File: src/include/sagp_pkg.sv
// Shared constants for the small-angle gauge PWM channel
package sagp_pkg;
	// Serial frame layout
	localparam int FRAME_BITS = 16; // Bits in one write frame
	localparam int ADDR_LSB = 1; // Address field occupies D3:D1
	localparam logic [2:0] ADDR_SMALL_GAUGE = 3'h4; // Address of the small-angle gauge channel
	localparam int DUTY_POS = 6; // Duty field starts at D6
	localparam int DUTY_W = 9; // Duty field width
	localparam logic [4:0] FRAME_BITS_CNT = 5'h10; // Bit count of a complete frame
	// Generator
	localparam logic [8:0] PWM_LAST = 9'h1FF; // Last count of a 512-step period
	localparam logic [8:0] DUTY_RESET = 9'h000; // 0% duty after reset
	localparam logic [7:0] OSC_DIV_DEF = 8'h04; // Core cycles per oscillator cycle
	// Timing
	localparam int CLK_MHZ = 125; // Core clock rate in MHz
	localparam int LATENCY_US = 256; // Longest write-to-output delay in microseconds
	localparam int LATENCY_CYC = LATENCY_US * CLK_MHZ; // Same delay in core cycles
endpackage

File: src/logic/sagp_sync.sv
`timescale 1ns/1ps
// Three-stage synchroniser; a level is accepted once stages two and three agree
module sagp_sync #(
	parameter int W = 1,
	parameter logic [W-1:0] INIT = '0
) (
	input wire logic clk,
	input wire logic arst_n,
	input wire logic [W-1:0] din,
	output logic [W-1:0] dout
);
	logic [W-1:0] s1_r; // Metastable stage, read only by s2_r
	logic [W-1:0] s2_r; // Second stage
	logic [W-1:0] s3_r; // Third stage
	logic [W-1:0] lvl_r; // Accepted level

	// Shift chain and agreement filter
	always_ff @(posedge clk or negedge arst_n)
	begin
		if (!arst_n)
		begin
			s1_r <= INIT;
			s2_r <= INIT;
			s3_r <= INIT;
			lvl_r <= INIT;
		end
		else
		begin
			s1_r <= din;
			s2_r <= s1_r;
			s3_r <= s2_r;
			// Only bits whose late stages agree are taken over
			lvl_r <= (s2_r & s3_r) | (lvl_r & (s2_r ^ s3_r)) | (lvl_r & s2_r & s3_r);
		end
	end

	assign dout = lvl_r;
endmodule

File: src/logic/sagp_channel.sv
`timescale 1ns/1ps
// Notes on behaviour
// - Frame bits D6..D14 are the duty, unconverted
// - D0, D15, D4, D5 play no part
// - Output inverted: 0% high, duty 0x1FF low for 511 of 512 steps
// - Chip select rising edge captures duty into holding latch
// - Held duty loads only at period start
// - Write to output within 256 microseconds
// - Newer write overwrites unloaded held value
// - Reset gives 0% duty, output high
// - Period is 512 oscillator cycles
// - D14 is duty LSB, D6 its MSB
module sagp_channel
	import sagp_pkg::*;
#(
	parameter logic [7:0] OSC_DIV = sagp_pkg::OSC_DIV_DEF,
	parameter int LAT_CYC = sagp_pkg::LATENCY_CYC
) (
	input wire logic CORE_CLK,
	input wire logic ARST_N,
	input wire logic CHIP_SELECT_N,
	input wire logic SER_CLK,
	input wire logic SER_DATA,
	output logic PWM_OUT
);
	import sagp_pkg::*;

	// Whole channel state
	typedef struct packed {
		logic [15:0] shift; // Frame shift register, D0 lands in bit 0
		logic [4:0] nbits; // Bits received in this frame
		logic [8:0] hold; // Intermediate duty latch
		logic hold_valid; // Latch waits for a period boundary
		logic [8:0] duty; // Duty in use by the generator
		logic [8:0] cnt; // Oscillator-rate period counter
		logic [7:0] div; // Core-to-oscillator divider
		logic pwm_out; // Output pin level
		logic sclk_q; // Previous serial clock level
		logic cs_q; // Previous chip select level
	} sagp_state_s;

	// Registered state and its next value
	sagp_state_s st_r; // Registered state
	sagp_state_s st_nxt; // Next state
	// Filtered pins and the strobes derived from them
	logic [2:0] pins_f; // Filtered pin levels
	logic cs_f; // Filtered chip select, active low
	logic sclk_f; // Filtered serial clock
	logic sdat_f; // Filtered serial data
	logic sclk_rise; // Serial clock rising edge
	logic cs_rise; // End of frame
	logic frame_ok; // Complete frame aimed at this channel
	logic osc_tick; // One core cycle per oscillator cycle
	logic [8:0] dec_duty; // Duty decoded from the frame

	// Field D6..D14 with D14 as LSB, so the order is reversed
	function automatic logic [8:0] duty_of(input logic [15:0] f);
		logic [8:0] d;
		d = '0;
		for (int i = 0; i < DUTY_W; i++)
			d[DUTY_W-1-i] = f[DUTY_POS+i];
		return d;
	endfunction

	// Pins come from the host's domain
	// Three to four cycles of delay, well inside one link half period
	sagp_sync #(.W(3), .INIT(3'h1)) u_sync (
		.clk(CORE_CLK),
		.arst_n(ARST_N),
		.din({SER_DATA, SER_CLK, CHIP_SELECT_N}),
		.dout(pins_f)
	);

	assign cs_f = pins_f[0];
	assign sclk_f = pins_f[1];
	assign sdat_f = pins_f[2];
	// Edge detectors; their history resets to the pins' idle levels, so no false edge
	assign sclk_rise = sclk_f & ~st_r.sclk_q;
	assign cs_rise = cs_f & ~st_r.cs_q;
	// Only the address and length are checked; D0, D4, D5, D15 never looked at
	assign frame_ok = (st_r.nbits == FRAME_BITS_CNT) &&
		(st_r.shift[ADDR_LSB +: 3] == ADDR_SMALL_GAUGE);
	// One tick per OSC_DIV core cycles; an OSC_DIV of one ticks every cycle
	assign osc_tick = (st_r.div == OSC_DIV - 8'h01);
	assign dec_duty = duty_of(st_r.shift);

	// Next-state logic
	always_comb
	begin
		// Hold everything unless a branch below says otherwise
		st_nxt = st_r;
		// Edge history for the detectors
		st_nxt.sclk_q = sclk_f;
		st_nxt.cs_q = cs_f;
		// Receiver: shift on serial clock rise while selected, first bit is D0
		if (!cs_f && st_r.cs_q)
		begin
			// Select just fell: a new frame starts
			st_nxt.nbits = 5'h00;
		end
		else if (!cs_f && sclk_rise)
		begin
			// Newest bit enters at the top, so D0 ends in bit 0
			st_nxt.shift = {sdat_f, st_r.shift[15:1]};
			// Saturate so an overlong frame is rejected rather than wrapped
			if (st_r.nbits != 5'h1F)
				st_nxt.nbits = st_r.nbits + 5'h01;
		end
		// Oscillator-rate divider
		st_nxt.div = osc_tick ? 8'h00 : st_r.div + 8'h01;
		if (osc_tick)
		begin
			st_nxt.cnt = st_r.cnt + 9'h001; // Wraps after 512 steps
			// Last step of the period reached
			if (st_r.cnt == PWM_LAST)
			begin
				// Boundary: take the held value, never mid-period
				if (st_r.hold_valid)
				begin
					st_nxt.duty = st_r.hold; // At most one period after capture
					st_nxt.hold_valid = 1'b0;
				end
			end
			// Low while below duty, so 0 never goes low
			// Limitation: nine bits reach 511 of 512 steps low, never a full period
			st_nxt.pwm_out = !(st_nxt.cnt < st_nxt.duty);
		end
		// Capture after the boundary logic so a simultaneous write is kept
		if (cs_rise && frame_ok)
		begin
			st_nxt.hold = dec_duty; // Older unloaded value is lost
			st_nxt.hold_valid = 1'b1;
		end
	end

	// State register
	always_ff @(posedge CORE_CLK or negedge ARST_N)
	begin
		if (!ARST_N)
		begin
			// Duty 0%, output high, select history idle high
			st_r <= '0;
			st_r.duty <= DUTY_RESET;
			st_r.pwm_out <= 1'b1;
			st_r.cs_q <= 1'b1;
		end
		else
		begin
			// Every field moves together
			st_r <= st_nxt;
		end
	end

	// Pin comes straight from the state register, never from logic
	assign PWM_OUT = st_r.pwm_out;

	// Cycles a held value has waited, for the latency check
	// Kept apart from the state struct: it only feeds an assertion
	logic [31:0] wait_r;
	always_ff @(posedge CORE_CLK or negedge ARST_N)
	begin
		if (!ARST_N)
		begin
			// Nothing held after reset
			wait_r <= '0;
		end
		else if (!st_r.hold_valid || (cs_rise && frame_ok))
		begin
			// Idle, or a fresh capture restarts the wait
			wait_r <= '0;
		end
		else
		begin
			// No saturation needed: the bound trips long before a wrap
			wait_r <= wait_r + 32'h00000001;
		end
	end
endmodule

File: config.mk
export PLATFORM = sky130hd
export DESIGN_NAME = sagp_channel
export DESIGN_NICKNAME = d
export VERILOG_FILES = /design/src/include/sagp_pkg.sv /design/src/logic/sagp_sync.sv /design/src/logic/sagp_channel.sv
export SDC_FILE = /design/constraint.sdc
export NUM_CORES = 1
export LEC_CHECK = 0
export ABC_CLOCK_PERIOD_IN_PS = 6100
export BUFFER_PORTS_ARGS = -buffer_cell sky130_fd_sc_hd__clkbuf_2
export CAP_MARGIN = 15
export CORE_MARGIN = 4
export CORE_UTILIZATION = 51
export CTS_BUF_LIST = sky130_fd_sc_hd__clkbuf_8
export DETAILED_ROUTE_END_ITERATION = 16
export GPL_TIMING_DRIVEN = 1
export HOLD_SLACK_MARGIN = 0.06
export PLACE_DENSITY_LB_ADDON = 0.3
export SYNTH_ARGS = -nofsm -noshare
export SYNTH_HDL_FRONTEND = slang
export SYNTH_SLANG_ARGS = --single-unit
export TNS_END_PERCENT = 1
File: constraint.sdc
create_clock -name CORE_CLK -period 6.1 [get_ports CORE_CLK]
set_clock_uncertainty 0.05 [all_clocks]
set_input_delay 0.305 -clock CORE_CLK [delete_from_list [all_inputs] [get_ports CORE_CLK]]
set_output_delay 0.305 -clock CORE_CLK [all_outputs]
set_load 0.1 [all_outputs]
=== Word-level counts from Yosys, hierarchy flattened ===
Index checks and enable logic that the tools add are counted.

* Add/sub/neg operators: 3
* Magnitude comparators: 1
* Equality and inequality tests: 5
* Muxes and demuxes: 9
* Bitwise logic cells: 12
* Reductions and logical operators: 13

{| class="wikitable"
|+ Operators with widths
! kind !! number
|-
| $mux 10 || 2
|-
| $mux 19 || 1
|-
| $mux 5 || 3
|-
| $and 3x3->3 || 4
|-
| $add 9x1->9 const B || 1
|-
| $eq 9x9->1 const B || 1
|-
| $lt 9x9->1 || 1
|-
| $mux 9 || 1
|-
| $add 8x1->8 const B || 1
|-
| $eq 8x2->1 const B || 1
|-
| $mux 8 || 1
|-
| $reduce_bool 2->1 || 4
|-
| $or 3x3->3 || 2
|-
| $reduce_and 2->1 || 3
|-
| $add 5x1->5 const B || 1
|-
| $eq 5x5->1 const B || 1
|-
| $ne 5x5->1 const B || 1
|-
| $logic_and 1x1->1 || 4
|-
| $eq 3x3->1 const B || 1
|-
| $not 1->1 || 3
|-
| $xor 3x3->3 || 1
|-
| $and 1x1->1 || 2
|-
| $logic_not 1->1 || 2
|-
| $mux 1 || 1
|}

* Bits in registers: 72
* Bits of input ports: 5
* Output and inout port bits: 1
* Word-level logic and storage cells: 57

=== Longest topological paths before layout ===
* Depth after elaboration: 5
* Depth in mapped cells: 12
* Mapped depth without buffers: 12

=== By module ===
A second synthesis with hierarchy kept.

* Cell total of the unflattened synthesis: 241
* Area, all modules: 3124.2 sq um

{| class="wikitable"
|+ Modules (own cells, without submodules)
! module !! instances !! cells each !! area each (sq um) !! seq. area each (sq um)
|-
| sagp_channel || 1 || 217 || 2740.1 || 1478.9
|-
| sagp_sync || 1 || 24 || 384.1 || 305.3
|}

=== Worst setup path after synthesis ===
OpenSTA, ideal clock, no wires.

* Path kind: flip-flop to flip-flop
* From: register st_r[11] in the netlist's numbering
* To: register st_r (netlist bit PWM_OUT)
* Setup time: 0.083 ns
* Arrival time: 2.670 ns
* Required time: 5.967 ns
* Setup slack: 3.297 ns
* Stages on the path, launching flop included: 13
* Path buffers: 0
* Clock period less this slack: 2.803 ns
* Cells stage by stage: dfrtp_1 > ha_1 > and3_1 > and3_1 > and3_1 > ha_1 > nand2_2 > mux2i_1 > ha_1 > a21o_1 > nand3_1 > a21oi_1 > o32a_1

* Longest elaborated chain between the ends: 5
* Elaborated cells on any way between the ends: 6
* Classes of those cells: add/sub (1); order compare (1); eq/ne (1); mux (2); reduce/logical (1)

{| class="wikitable"
|+ RTL lines
! element !! RTL line !! RTL
|-
| start, declared || sagp_channel.sv:43 || <nowiki>sagp_state_s st_r;</nowiki>
|-
| start signal, assigned || sagp_channel.sv:150 || <nowiki>st_r <= st_nxt;</nowiki>
|-
| parallel branches: the longest is 3 deep, another holds $add 9x1->9 || - ||
|-
| $lt 9x9->1 (*) || sagp_channel.sv:126 || <nowiki>st_nxt.pwm_out = !(st_nxt.cnt < st_nxt.duty);</nowiki>
|-
| $logic_not 1->1 (*) || sagp_channel.sv:126 ||
|}

Mark *: on every way between the ends. The select of a mux whose other input is x is not followed.
A chain may end at the register's enable or synchronous reset.

=== Worst setup path in the final report ===
Ends and elaborated chain as after synthesis.

==> impl_results.md <==
* Layout area overhead at 11.1%
* Fin. max-slew vios at 0
* Final hold slack at 98.0 ps
* Yosys top cell by area: dfrtp_1
* Count leader, synth: dfrtp_1
* CTS tree: built
* Critical Path, Cell by Cell: ha_1 > and3_1 > and3_1 > and3_1 > ha_1 > nand2_2 > mux2i_1 > ha_1 > a21o_1 > nand3_1 > a21oi_1 > o32a_1
* Nets at 276
* Worst-skew pair later-pin latency at 340 ps
* Multi-input combinational cell area at 0.00127 mm²
* Tightest Hold Check Type: primary input to async pin
* Die height at 85.7 µm
* Number of synthesized flops with an enable pin at 0
* Initial DRC Count at 51
* Sink Count at 71
* Post-layout minimum cycle time at 3010 ps
* Top cells by count, synth: dfrtp_1 (65), mux2_2 (26), nand2_1 (23), ha_1 (17), xnor2_1 (14)
* Top-area cell type share of the netlist area at 0.528
* Clk slew on worst S/H paths at 80 ps
* Placed cells at 315
* PwrDens at 284 mW/mm²
* Overflow after GRT at 0
* DR vias/cell at 5.31
* Slew HR at 0.418
* Setup_tns at 0 ps
* CTS Hold Bufs at 3
* Synth area leaders: dfrtp_1 (53%), mux2_2 (9.5%), ha_1 (6.9%)
* CP endpoint kind: flip-flop
* Post-Syn Area at 0.00308 mm²
* Unrepaired setup endpoints after global routing: false
* CP Data Required Time at 6320 ps
* Largest net degree at the start of global routing at 72
* CTS Buf Count at 9
* Die footprint at 0.00735 mm²
* Antenna Nets Post-Route at 0
* Root Driver: clkbuf_8
* Initial antenna violation count at 0
* Post_cts resized at 0
* Fin worst setup slack at 3090 ps
* Crit path DAT at 3230 ps
* Crit-path slowest cell: dfrtp_1
* Critical path launch point type: flip-flop
* Core area at 0.00589 mm²
* Seq cells post-synth at 71
* Status: finished clean
* WL final at 4620 µm
* Routed via count at 1,774
* Register area share after synthesis at 0.579
* First-pass GRT wire length at 8490 µm
* Ratio of cells with drive above 1 in the final layout at 0.236
* Chip width at 85.7 µm
* # IOs at 6
* Ys async rst share at 1.00
* Routed len/inst at 13.8 µm
* # setup viols final at 0
* Setup WS pre-CTS at 3120 ps
* Instance count of the mapped netlist at 237
* Fillers at 487
* Tot Pwr at 971 µW
* Initial Util at 0.523
* Max-cap violations at 0
* Row count at 28
* R2R Setup Slk at 3090 ps
* Post-CTS Setup Bufs at 0
* Fmax at 0.333 GHz
* Reg area at 0.00178 mm²
* Synth Area per Inst at 13.0 µm²
* LEAKAGE at 0.00170 µW
* Mapped Nets at 259
* Drt pass-1 iters at 4
* Number of buffers added on ports at 5
* CTS max path bufs at 2
* Post-DP HPWL at 3040 µm
* Routability Congestion at 0.732
* Synth Flop Type: dfrtp_1
* Diodes inserted at 0
* Worst Path Max Fanout at 10
* Fin. Hold Viols at 0
* Final period util at 0.493
* VDD IR max at 0.209 mV
* Worst Tran Pin Value at 873 ps
* DRC errors left at 0
* CP Class: flip-flop to flip-flop
* Final Non-Filler Cells at 334
* Max incr delay on CP at 420 ps
* YS warnings at 0
* GR Util All Layers at 0.148
* H-tree Lvls at 3
* Post-synth cell types at 32
* Vias in the first global route at 1,841
[through the flow]
| step | util | cell area [µm²] |
|---|---|---|
| final | 0.581 | 3420 |
| after global placement | 0.543 | 3190 |
| after floorplan | - | 3080 |
| after CTS | 0.581 | 3420 |
| after global routing | 0.581 | 3420 |
| after detailed placement | 0.543 | 3190 |
[sequential cells by signal (all words and copies together) (netlist names)]
register,cells
u_sync.s2_r,3
u_sync.s3_r,3
st_r,49
dec_duty,9
u_sync.dout,3
u_sync.s1_r,3
PWM_OUT,1
[routing by layer]
layer | part of all wire | vias up | GRT usage
li1 | - | 870 | -
met1 | 0.47 | 868 | 0.188
met2 | 0.47 | 24 | 0.231
met3 | 0.021 | 12 | 0.0288
met4 | 0.031 | 0 | 0.0950
met5 | 0 | - | 0
[final timing paths]
kind,startpoint,to,depth (start not counted)
hold reg to reg,u_sync.s1_r[2],u_sync.s2_r[2],0
min in group CORE_CLK,u_sync.s1_r[2],u_sync.s2_r[2],0
max in group asynchronous,ARST_N,st_r[22],2
setup / recovery,st_r[11],PWM_OUT,12
setup reg to reg,st_r[11],PWM_OUT,12
hold / removal,ARST_N,st_r[40],2
[layout make-up]
| class | count | share of cell area |
|---|---|---|
| clock inverters | 7 | 0.0216 |
| flip-flops and latches | 71 | 0.521 |
| repair buffers | 10 | 0.0205 |
| clock buffers | 9 | 0.0362 |
| multi-input cells | 160 | 0.371 |
| well taps | 75 | 0.0274 |
| inverters | 2 | 0.00219 |
[worst max-delay path: cells and delay by family, from the launching register on]
kind | cells | cell delay (ps)
compound gates | 3 | 560
fa+ha+maj | 3 | 730
flops | 1 | 420
mux | 1 | 270
simple gates | 5 | 900
[kinds of logic after synthesis]
| kind of cell | synth area share |
|---|---|
| buffers and inverters | 0.00894 |
| and+or+nand+nor | 0.107 |
| muxes | 0.124 |
| xor gates and xnor gates | 0.0626 |
| DFF | 0.579 |
| AOI/OAI and AO/OA | 0.0491 |
| adders and majority gates | 0.0690 |
[cell usage in the layout, fill, tap and decap left out, types with 4 or more instances in the layout]
cell type  netlist  layout
a21o_1           7       7
a21oi_1          5       5
and3_1           8       8
clkbuf_2         0       4
clkbuf_8         0       9
dfrtp_1         65      65
dfstp_2          6       6
ha_1            17      17
mux2_2          26      26
mux2i_1          9       9
nand2_1         23      23
nand3_1          7       7
nand4_1          4       4
nor2_1          10      10
o21ai_0          8       8
xnor2_1         14      14
xor2_1           8       8
[power by group]
part | internal [µW] | leakage, µW | switching [µW]
sequential | 506 | 0.000929 | 26.3
combinational | 35.4 | 0.000675 | 31.4
clock | 189 | 0.0000992 | 183
total | 731 | 0.00170 | 240
No activity file was read; power rests on OpenSTA's default activity.
